[src/fslc_pkg.sv]
// fslc_pkg: offsets, field positions, reset values and carrier types for the
// per-framer loopback, elastic store reset, status and interrupt register bank.
// assumes one framer per instance and an 8-bit parallel register port.
package fslc_pkg;

  // register offsets
  localparam logic [7:0] CTL_ADDR         = 8'h0a;
  localparam logic [7:0] STAT_BASE_ADDR   = 8'h20;
  localparam logic [7:0] IRQ_MASK_ONE_ADDR = 8'h16;
  localparam logic [7:0] IRQ_MASK_TWO_ADDR = 8'h17;
  localparam logic [7:0] HDLC_IRQ_MASK_ADDR = 8'h18;
  localparam logic [7:0] SUMMARY_LOW_ADDR = 8'ha0;

  // line_loop_store_control fields
  localparam int unsigned CTL_LOOP_BIT  = 6;
  localparam int unsigned CTL_RXRST_BIT = 5;
  localparam int unsigned CTL_TXRST_BIT = 4;
  localparam logic [7:0]  CTL_WRITABLE  = 8'h70;
  localparam logic [7:0]  CTL_RESET     = 8'h00;

  // status bank: 0 status_reg_one, 1 status_reg_two, 2..4 rx_info_one..three,
  // 5 hdlc_status_reg, 6 facility_link_status, 7..8 further hdlc status
  localparam int unsigned STAT_COUNT = 9;
  localparam logic [3:0]  STAT_NONE     = 4'hf;
  localparam logic [3:0]  STAT_ONE_IDX  = 4'h0;
  localparam logic [3:0]  STAT_TWO_IDX  = 4'h1;
  localparam logic [3:0]  STAT_HDLC_IDX = 4'h5;
  localparam logic [7:0]  STAT_RESET    = 8'h00;
  localparam logic [7:0]  MASK_RESET    = 8'h00;

  // status_reg_one: bit0 rx_yellow_alarm, bit1 rx_carrier_loss/line_carrier_loss,
  // bit2 rx_blue_alarm, bit3 rx_sync_loss, bit4 tx_clock_loss; bits 7..5 events
  localparam logic [7:0] STAT_ONE_ALARM_BITS  = 8'h1f;
  localparam logic [7:0] STAT_ONE_STICKY_BITS = 8'h0f;
  // unlatched bits: bits 2..0 of facility_link_status
  localparam logic [8:0][7:0] STAT_LIVE_BITS = {8'h00, 8'h00, 8'h07, 8'h00,
                                                8'h00, 8'h00, 8'h00, 8'h00, 8'h00};

  typedef struct packed {
    logic       cs_n;
    logic       rd_n;
    logic       wr_n;
    logic [7:0] addr;
    logic [7:0] data;
  } fslc_pins_t;

  typedef struct packed {
    logic pos;
    logic neg;
  } fslc_line_t;

  typedef struct packed {
    logic [8:0][7:0] event_hit;
    logic [8:0][7:0] level;
  } fslc_stat_t;

endpackage

[src/fslc_bank.sv]
// fslc_bank: parallel register port, line loopback, elastic store reset
// pulses, nine status registers (latched except bits 2..0 of facility_link_status) and the active-low interrupt.
// assumes port pins and rx line arrive asynchronously; status and formatter
// inputs come from logic on clk_i.
`timescale 1ns/1ps

module fslc_bank #(
  parameter logic [1:0] FRAMER_ID = 2'h0
) (
  input  wire logic                 clk_i,
  input  wire logic                 rstn_i,
  input  wire fslc_pkg::fslc_pins_t pins_i,
  output logic [7:0]                data_o,
  output logic                      data_oe_n_o,
  input  wire fslc_pkg::fslc_stat_t stat_i,
  input  wire fslc_pkg::fslc_line_t rx_line_i,
  input  wire fslc_pkg::fslc_line_t fmt_line_i,
  output fslc_pkg::fslc_line_t      rx_line_o,
  output fslc_pkg::fslc_line_t      tx_line_o,
  output logic                      remote_line_loopback_o,
  output logic                      rx_store_depth_reset_o,
  output logic                      tx_store_depth_reset_o,
  output logic                      int_n_o
);

  localparam int unsigned SYNC_W = $bits(fslc_pkg::fslc_pins_t) + $bits(fslc_pkg::fslc_line_t);

  // status register index from a port address
  function automatic logic [3:0] stat_index(input logic [7:0] addr);
    logic [7:0] off;
    off = addr - fslc_pkg::STAT_BASE_ADDR;
    if (addr >= fslc_pkg::STAT_BASE_ADDR && off < 8'(fslc_pkg::STAT_COUNT)) begin
      stat_index = off[3:0];
    end else begin
      stat_index = fslc_pkg::STAT_NONE;
    end
  endfunction

  // three-stage input capture; a change counts once stages two and three agree
  logic [SYNC_W-1:0] sync1_r;
  logic [SYNC_W-1:0] sync2_r;
  logic [SYNC_W-1:0] sync3_r;
  logic [SYNC_W-1:0] filt_r;
  logic [SYNC_W-1:0] filt_nxt;
  fslc_pkg::fslc_pins_t pin_f;
  fslc_pkg::fslc_line_t rx_f;

  assign filt_nxt = (sync3_r & ~(sync2_r ^ sync3_r)) | (filt_r & (sync2_r ^ sync3_r));
  assign pin_f    = filt_r[SYNC_W-1:2];
  assign rx_f     = filt_r[1:0];

  always_ff @(posedge clk_i or negedge rstn_i) begin
    if (!rstn_i) begin
      sync1_r <= '1;
      sync2_r <= '1;
      sync3_r <= '1;
      filt_r  <= '1;
    end else begin
      sync1_r <= {pins_i, rx_line_i};
      sync2_r <= sync1_r;
      sync3_r <= sync2_r;
      filt_r  <= filt_nxt;
    end
  end

  // strobe edges
  logic       wr_act;
  logic       rd_act;
  logic       wr_act_d_r;
  logic       rd_act_d_r;
  logic       wr_pulse;
  logic       rd_pulse;
  logic [3:0] idx;

  assign wr_act   = ~pin_f.cs_n & ~pin_f.wr_n;
  assign rd_act   = ~pin_f.cs_n & ~pin_f.rd_n;
  assign wr_pulse = wr_act & ~wr_act_d_r;
  assign rd_pulse = rd_act & ~rd_act_d_r;
  assign idx      = stat_index(pin_f.addr);

  // control register and store reset pulses
  logic [7:0] ctl_r;
  logic [7:0] ctl_nxt;
  logic       ctl_wr;
  logic       rxrst_nxt;
  logic       txrst_nxt;
  logic       rxrst_r;
  logic       txrst_r;

  assign ctl_wr    = wr_pulse && pin_f.addr == fslc_pkg::CTL_ADDR;
  assign ctl_nxt   = ctl_wr ? (pin_f.data & fslc_pkg::CTL_WRITABLE) : ctl_r;
  // only a zero-to-one change resets the store; holding the bit high does nothing
  assign rxrst_nxt = ctl_nxt[fslc_pkg::CTL_RXRST_BIT] & ~ctl_r[fslc_pkg::CTL_RXRST_BIT];
  assign txrst_nxt = ctl_nxt[fslc_pkg::CTL_TXRST_BIT] & ~ctl_r[fslc_pkg::CTL_TXRST_BIT];

  // status bank
  logic [8:0][7:0] latch_r;
  logic [8:0][7:0] latch_nxt;
  logic [8:0][7:0] view_r;
  logic [8:0][7:0] view_nxt;
  logic [8:0][7:0] rmask_r;
  logic [8:0][7:0] rmask_nxt;
  logic [8:0][7:0] sticky;

  always_comb begin
    sticky = '0;
    sticky[0] = fslc_pkg::STAT_ONE_STICKY_BITS;
    for (int i = 0; i < 9; i++) begin
      latch_nxt[i] = latch_r[i];
      view_nxt[i]  = view_r[i];
      rmask_nxt[i] = rmask_r[i];
      if (rd_pulse && idx == 4'(i)) begin
        latch_nxt[i] = latch_r[i] & ~(view_r[i] & rmask_r[i]);
      end
      // set wins over the clear in the same cycle
      latch_nxt[i] = latch_nxt[i] | stat_i.event_hit[i];
      latch_nxt[i] = latch_nxt[i] | (stat_i.level[i] & sticky[i]);
      latch_nxt[i] = (latch_nxt[i] & ~fslc_pkg::STAT_LIVE_BITS[i])
                   | (stat_i.level[i] & fslc_pkg::STAT_LIVE_BITS[i]);
      if (wr_pulse && idx == 4'(i)) begin
        view_nxt[i]  = (pin_f.data & latch_r[i]) | (~pin_f.data & view_r[i]);
        rmask_nxt[i] = pin_f.data;
      end
    end
  end

  // interrupt sources: 0 status_reg_one, 1 status_reg_two, 2 hdlc_status_reg
  logic [2:0][7:0] imr_r;
  logic [2:0][7:0] imr_nxt;
  logic [2:0][7:0] pend_r;
  logic [2:0][7:0] pend_nxt;
  logic [7:0]      alarm_prev_r;
  logic [7:0]      alarm_chg;
  logic [2:0][3:0] src_idx;

  assign src_idx   = {fslc_pkg::STAT_HDLC_IDX, fslc_pkg::STAT_TWO_IDX, fslc_pkg::STAT_ONE_IDX};
  assign alarm_chg = (stat_i.level[0] ^ alarm_prev_r) & fslc_pkg::STAT_ONE_ALARM_BITS;

  always_comb begin
    imr_nxt = imr_r;
    if (wr_pulse && pin_f.addr == fslc_pkg::IRQ_MASK_ONE_ADDR) begin
      imr_nxt[0] = pin_f.data;
    end else if (wr_pulse && pin_f.addr == fslc_pkg::IRQ_MASK_TWO_ADDR) begin
      imr_nxt[1] = pin_f.data;
    end else if (wr_pulse && pin_f.addr == fslc_pkg::HDLC_IRQ_MASK_ADDR) begin
      imr_nxt[2] = pin_f.data;
    end
    for (int k = 0; k < 3; k++) begin
      pend_nxt[k] = pend_r[k];
      if (rd_pulse && idx == src_idx[k]) begin
        pend_nxt[k] = pend_r[k] & ~rmask_r[src_idx[k]];
      end
    end
    pend_nxt[0] = pend_nxt[0] | alarm_chg
                | (stat_i.event_hit[0] & ~fslc_pkg::STAT_ONE_ALARM_BITS);
    pend_nxt[1] = pend_nxt[1] | stat_i.event_hit[fslc_pkg::STAT_TWO_IDX];
    pend_nxt[2] = pend_nxt[2] | stat_i.event_hit[fslc_pkg::STAT_HDLC_IDX];
  end

  logic       sr_req;
  logic       hdlc_req;
  logic [7:0] summary;

  assign sr_req   = |(pend_r[0] & imr_r[0]) | |(pend_r[1] & imr_r[1]);
  assign hdlc_req = |(pend_r[2] & imr_r[2]);
  assign summary  = 8'({6'h00, hdlc_req, sr_req} << {FRAMER_ID, 1'b0});

  // readback
  logic [7:0] rd_data;
  logic [7:0] data_r;
  logic       oe_n_r;
  logic       int_n_r;

  always_comb begin
    if (pin_f.addr == fslc_pkg::CTL_ADDR) begin
      rd_data = ctl_r;
    end else if (idx != fslc_pkg::STAT_NONE) begin
      rd_data = view_r[idx];
    end else if (pin_f.addr == fslc_pkg::IRQ_MASK_ONE_ADDR) begin
      rd_data = imr_r[0];
    end else if (pin_f.addr == fslc_pkg::IRQ_MASK_TWO_ADDR) begin
      rd_data = imr_r[1];
    end else if (pin_f.addr == fslc_pkg::HDLC_IRQ_MASK_ADDR) begin
      rd_data = imr_r[2];
    end else if (pin_f.addr >= fslc_pkg::SUMMARY_LOW_ADDR) begin
      rd_data = summary;
    end else begin
      rd_data = 8'h00;
    end
  end

  always_ff @(posedge clk_i or negedge rstn_i) begin
    if (!rstn_i) begin
      wr_act_d_r   <= 1'b0;
      rd_act_d_r   <= 1'b0;
      ctl_r        <= fslc_pkg::CTL_RESET;
      rxrst_r      <= 1'b0;
      txrst_r      <= 1'b0;
      latch_r      <= {9{fslc_pkg::STAT_RESET}};
      view_r       <= {9{fslc_pkg::STAT_RESET}};
      rmask_r      <= {9{fslc_pkg::MASK_RESET}};
      imr_r        <= {3{fslc_pkg::MASK_RESET}};
      pend_r       <= '0;
      alarm_prev_r <= 8'h00;
      data_r       <= 8'h00;
      oe_n_r       <= 1'b1;
      int_n_r      <= 1'b1;
    end else begin
      wr_act_d_r   <= wr_act;
      rd_act_d_r   <= rd_act;
      ctl_r        <= ctl_nxt;
      rxrst_r      <= rxrst_nxt;
      txrst_r      <= txrst_nxt;
      latch_r      <= latch_nxt;
      view_r       <= view_nxt;
      rmask_r      <= rmask_nxt;
      imr_r        <= imr_nxt;
      pend_r       <= pend_nxt;
      alarm_prev_r <= stat_i.level[0];
      data_r       <= rd_pulse ? rd_data : data_r;
      oe_n_r       <= ~rd_act;
      int_n_r      <= ~(sr_req | hdlc_req);
    end
  end

  // line path; formatter data is simply not selected during loopback
  fslc_pkg::fslc_line_t tx_r;

  always_ff @(posedge clk_i or negedge rstn_i) begin
    if (!rstn_i) begin
      tx_r <= '0;
    end else begin
      tx_r <= ctl_r[fslc_pkg::CTL_LOOP_BIT] ? rx_f : fmt_line_i;
    end
  end

  assign rx_line_o              = rx_f;
  assign tx_line_o              = tx_r;
  assign remote_line_loopback_o = ctl_r[fslc_pkg::CTL_LOOP_BIT];
  assign rx_store_depth_reset_o = rxrst_r;
  assign tx_store_depth_reset_o = txrst_r;
  assign int_n_o                = int_n_r;
  assign data_o                 = data_r;
  assign data_oe_n_o            = oe_n_r;

endmodule

[config.mk]
export PLATFORM = sky130hd
export DESIGN_NAME = fslc_bank
export DESIGN_NICKNAME = d
export VERILOG_FILES = /design/src/fslc_pkg.sv /design/src/fslc_bank.sv
export SDC_FILE = /design/constraint.sdc
export NUM_CORES = 1
export LEC_CHECK = 0
export BUFFER_PORTS_ARGS = -buffer_cell sky130_fd_sc_hd__buf_4
export CORE_MARGIN = 4
export CORE_UTILIZATION = 45
export CTS_CLUSTER_SIZE = 10
export DETAILED_ROUTE_END_ITERATION = 10
export PLACE_DENSITY = 0.74
export SLEW_MARGIN = 25
export SYNTH_ARGS = -nofsm -noshare
export SYNTH_HDL_FRONTEND = slang
export SYNTH_SLANG_ARGS = --single-unit
[constraint.sdc]
create_clock -name clk_i -period 3.3 [get_ports clk_i]
set_clock_uncertainty 0.15 [all_clocks]
set_input_delay 0.825 -clock clk_i [delete_from_list [all_inputs] [get_ports clk_i]]
set_output_delay 0.825 -clock clk_i [all_outputs]
set_load 0.005 [all_outputs]
==> results by group <==
Run status
  – Status: completed

Logic synthesis
  – Mapped Cells: 1161
  – Seq/Total Area, Yosys: 64.1%
  – EDFF count, synth: 0
  – Fraction of registers with async set/reset: 100%
  – Top post-synthesis cells by area: dfrtp_1, dfstp_2, mux2_2
  – Synth warn: 0
  – Dominant synthesized flop cell: dfrtp_1
  – Area share of the largest cell type after synthesis: 48.6%
  – Synth cell types: 64
  – Synthesized Nets: 1331
  – Syn_area_per_cell: 12.6 um2
  – Yosys reg bits: 369
  – Synthesized area: 14600 um2
  – Post-synth top area cell: dfrtp_1

Final layout
  – Finished Core Util: 54.3%
  – Syn-to-layout area delta: 18.5%
  – Fraction of layout cells with a size suffix above 1: 30.6%
  – Final net count: 1479
  – Final std cells w/o fill: 1775
  – Final antenna diode count: 0
  – Cell area after layout: 17300 um2

Floorplanning
  – Placement Rows: 65
  – Die Area: 35400 um2
  – Die W: 188 um
  – Starting Density: 45.9%
  – Ports: 186
  – Die height: 188 um
  – Core ar.: 31800 um2

Drt
  – Post-DRT Antenna Nets: 0
  – Drt initial violations: 856
  – Via count: 9714
  – DR vias/cell: 5.47
  – Residual DRC count: 0
  – Final WL: 35600 um
  – DR WL/cell: 20.1 um
  – Pre-antenna DRT Iters: 5

GRT
  – Tot GR Track Use: 20.1%
  – First-pass GRT wire length: 56000 um
  – Largest net degree at the start of global routing: 85
  – Initial antenna violation count: 0
  – GR Overflow Total: 0
  – Number of global-route vias before repair: 9957

Place
  – Cells after DPL: 1699
  – DP HPWL: 24800 um
  – Place WS: 0.449 ns
  – Post-DP Area: 16100 um2
  – PortBufs: 118
  – RePlAce Congestion: 0.896

Timing
  – Final number of setup-violating endpoints: 0
  – Worst rel slew slack: 51.5%
  – Final Max Tran Viols: 0
  – RSZ-0062 raised after global routing: no
  – FMAX: 350 MHz
  – Worst Tran Pin Value: 0.726 ns
  – Min Tclk post-route: 2.86 ns
  – Final Hold Fails: 0
  – Sum Neg Setup Slack: 0 ns
  – Final WS setup: 0.442 ns
  – Final hold slack: 0.164 ns
  – Final worst path period share: 86.6%

CTS
  – CTS buffer count: 43
  – Maximum clock insertion buffer count: 3
  – Clock transition at path regs: 0.05 ns
  – Hold buffers post-CTS: 0
  – CTS root buffer: clkbuf_16
  – Post CTS Setup Buffer Count: 0
  – H-tree Lvls: 2
  – CTS tree: yes
  – Cts repair resizes: 0
  – Clock sink count: 369
  – Worst skew pair latency: 0.53 ns

Worst setup path
  – Critical Path End Type: flip-flop
  – Worst EP arrival: 3.11 ns
  – Worst R2R Setup Slack: 0.44 ns
  – Crit path kind: reg2reg
  – CP startpoint kind: flip-flop
  – Reg2Reg Depth: 7
  – Worst-path fanout max: 15
  – Critical Path RT: 3.55 ns

Pwr
  – P_leak: 7.49 nW
  – Power consumption: 9.91 mW
  – Peak supply drop: 0.420 mV
  – PwrDens: 573 nW/um2

Hold path
  – Worst hold path class: in2async

Flow run
  – Number of max-cap violations: 0
-- placed cells by master (no fill, tap or decap), types with 24 or more instances in the layout --
master,count
buf_4,141
mux2_2,95
inv_1,24
dfrtp_1,283
dfstp_2,86
clkbuf_1,28
nand3_1,73
nand2_1,217
a21o_1,89
o21ai_0,30
clkbuf_16,43
-- cell families after synthesis --
logic type	share of synthesized area (%)
flip-flops	64.1
AND/OR/NAND/NOR	12.5
buffers and inverters	2.19
AO/OA/AOI/OAI	9.37
multiplexers	9.89
XOR/XNOR	0.472
adder cells (fa/ha/maj)	1.53
-- metal layers --
layer,share of wire (%),GRT usage (%)
met4,3.1,6.63
met1,43,28.4
met5,0,0
met3,6.6,3.57
met2,47,31.7
-- critical path, cell delays in order, from the launching register on --
cell and delay (ns):
dfstp_2 0.57, inv_1 0.05, ha_1 0.28, and3b_1 0.27, nand2_2 0.30, nor4_4 0.58, nand2_1 0.17, mux2_1 0.35
-- synth_stat cells (all sizes together) (5+ instances only) --
master,count
dfrtp,283
nand2,220
mux2,105
a21o,89
dfstp,86
nand3,73
o21ai,30
inv,24
nor2,23
buf,22
clkbuf,21
maj3,21
a21oi,15
mux2i,14
o22ai,11
nor4,10
nor3,8
or2,8
nand2b,7
a22oi,6
nand4,6
xor2,6
a211o,5
a221oi,5
mux4,5
or3,5
-- final cells by class --
cell class | instances | area (um2)
Clock buffer | 71 | 1180
Clock inverter | 5 | 40.0
Fill cell | 2648 | 14500
Inverter | 24 | 90.1
Multi-Input combinational cell | 725 | 4930
Sequential cell | 369 | 9340
Tap cell | 435 | 544
Timing Repair Buffer | 146 | 1150
-- power breakdown --
group | switching [mW] | internal, mW | total [mW]
Clock | 1.73 | 2.44 | 4.16
Combinational | 0.378 | 0.321 | 0.699
Sequential | 0.254 | 4.79 | 5.05
-- how the worst min path moves through the flow --
stage                             endpoint  slack [ns]
floorplan             sync2_r[0]$_DFF_PN1_        0.20
global placement      sync2_r[4]$_DFF_PN1_        0.20
detailed placement   sync2_r[14]$_DFF_PN1_        0.20
CTS                  latch_r[58]$_DFF_PN0_        0.18
global route          sync2_r[1]$_DFF_PN1_        0.19
finish              tx_line_o[1]$_DFF_PN0_        0.16
No activity file was read; power rests on OpenSTA's default activity.
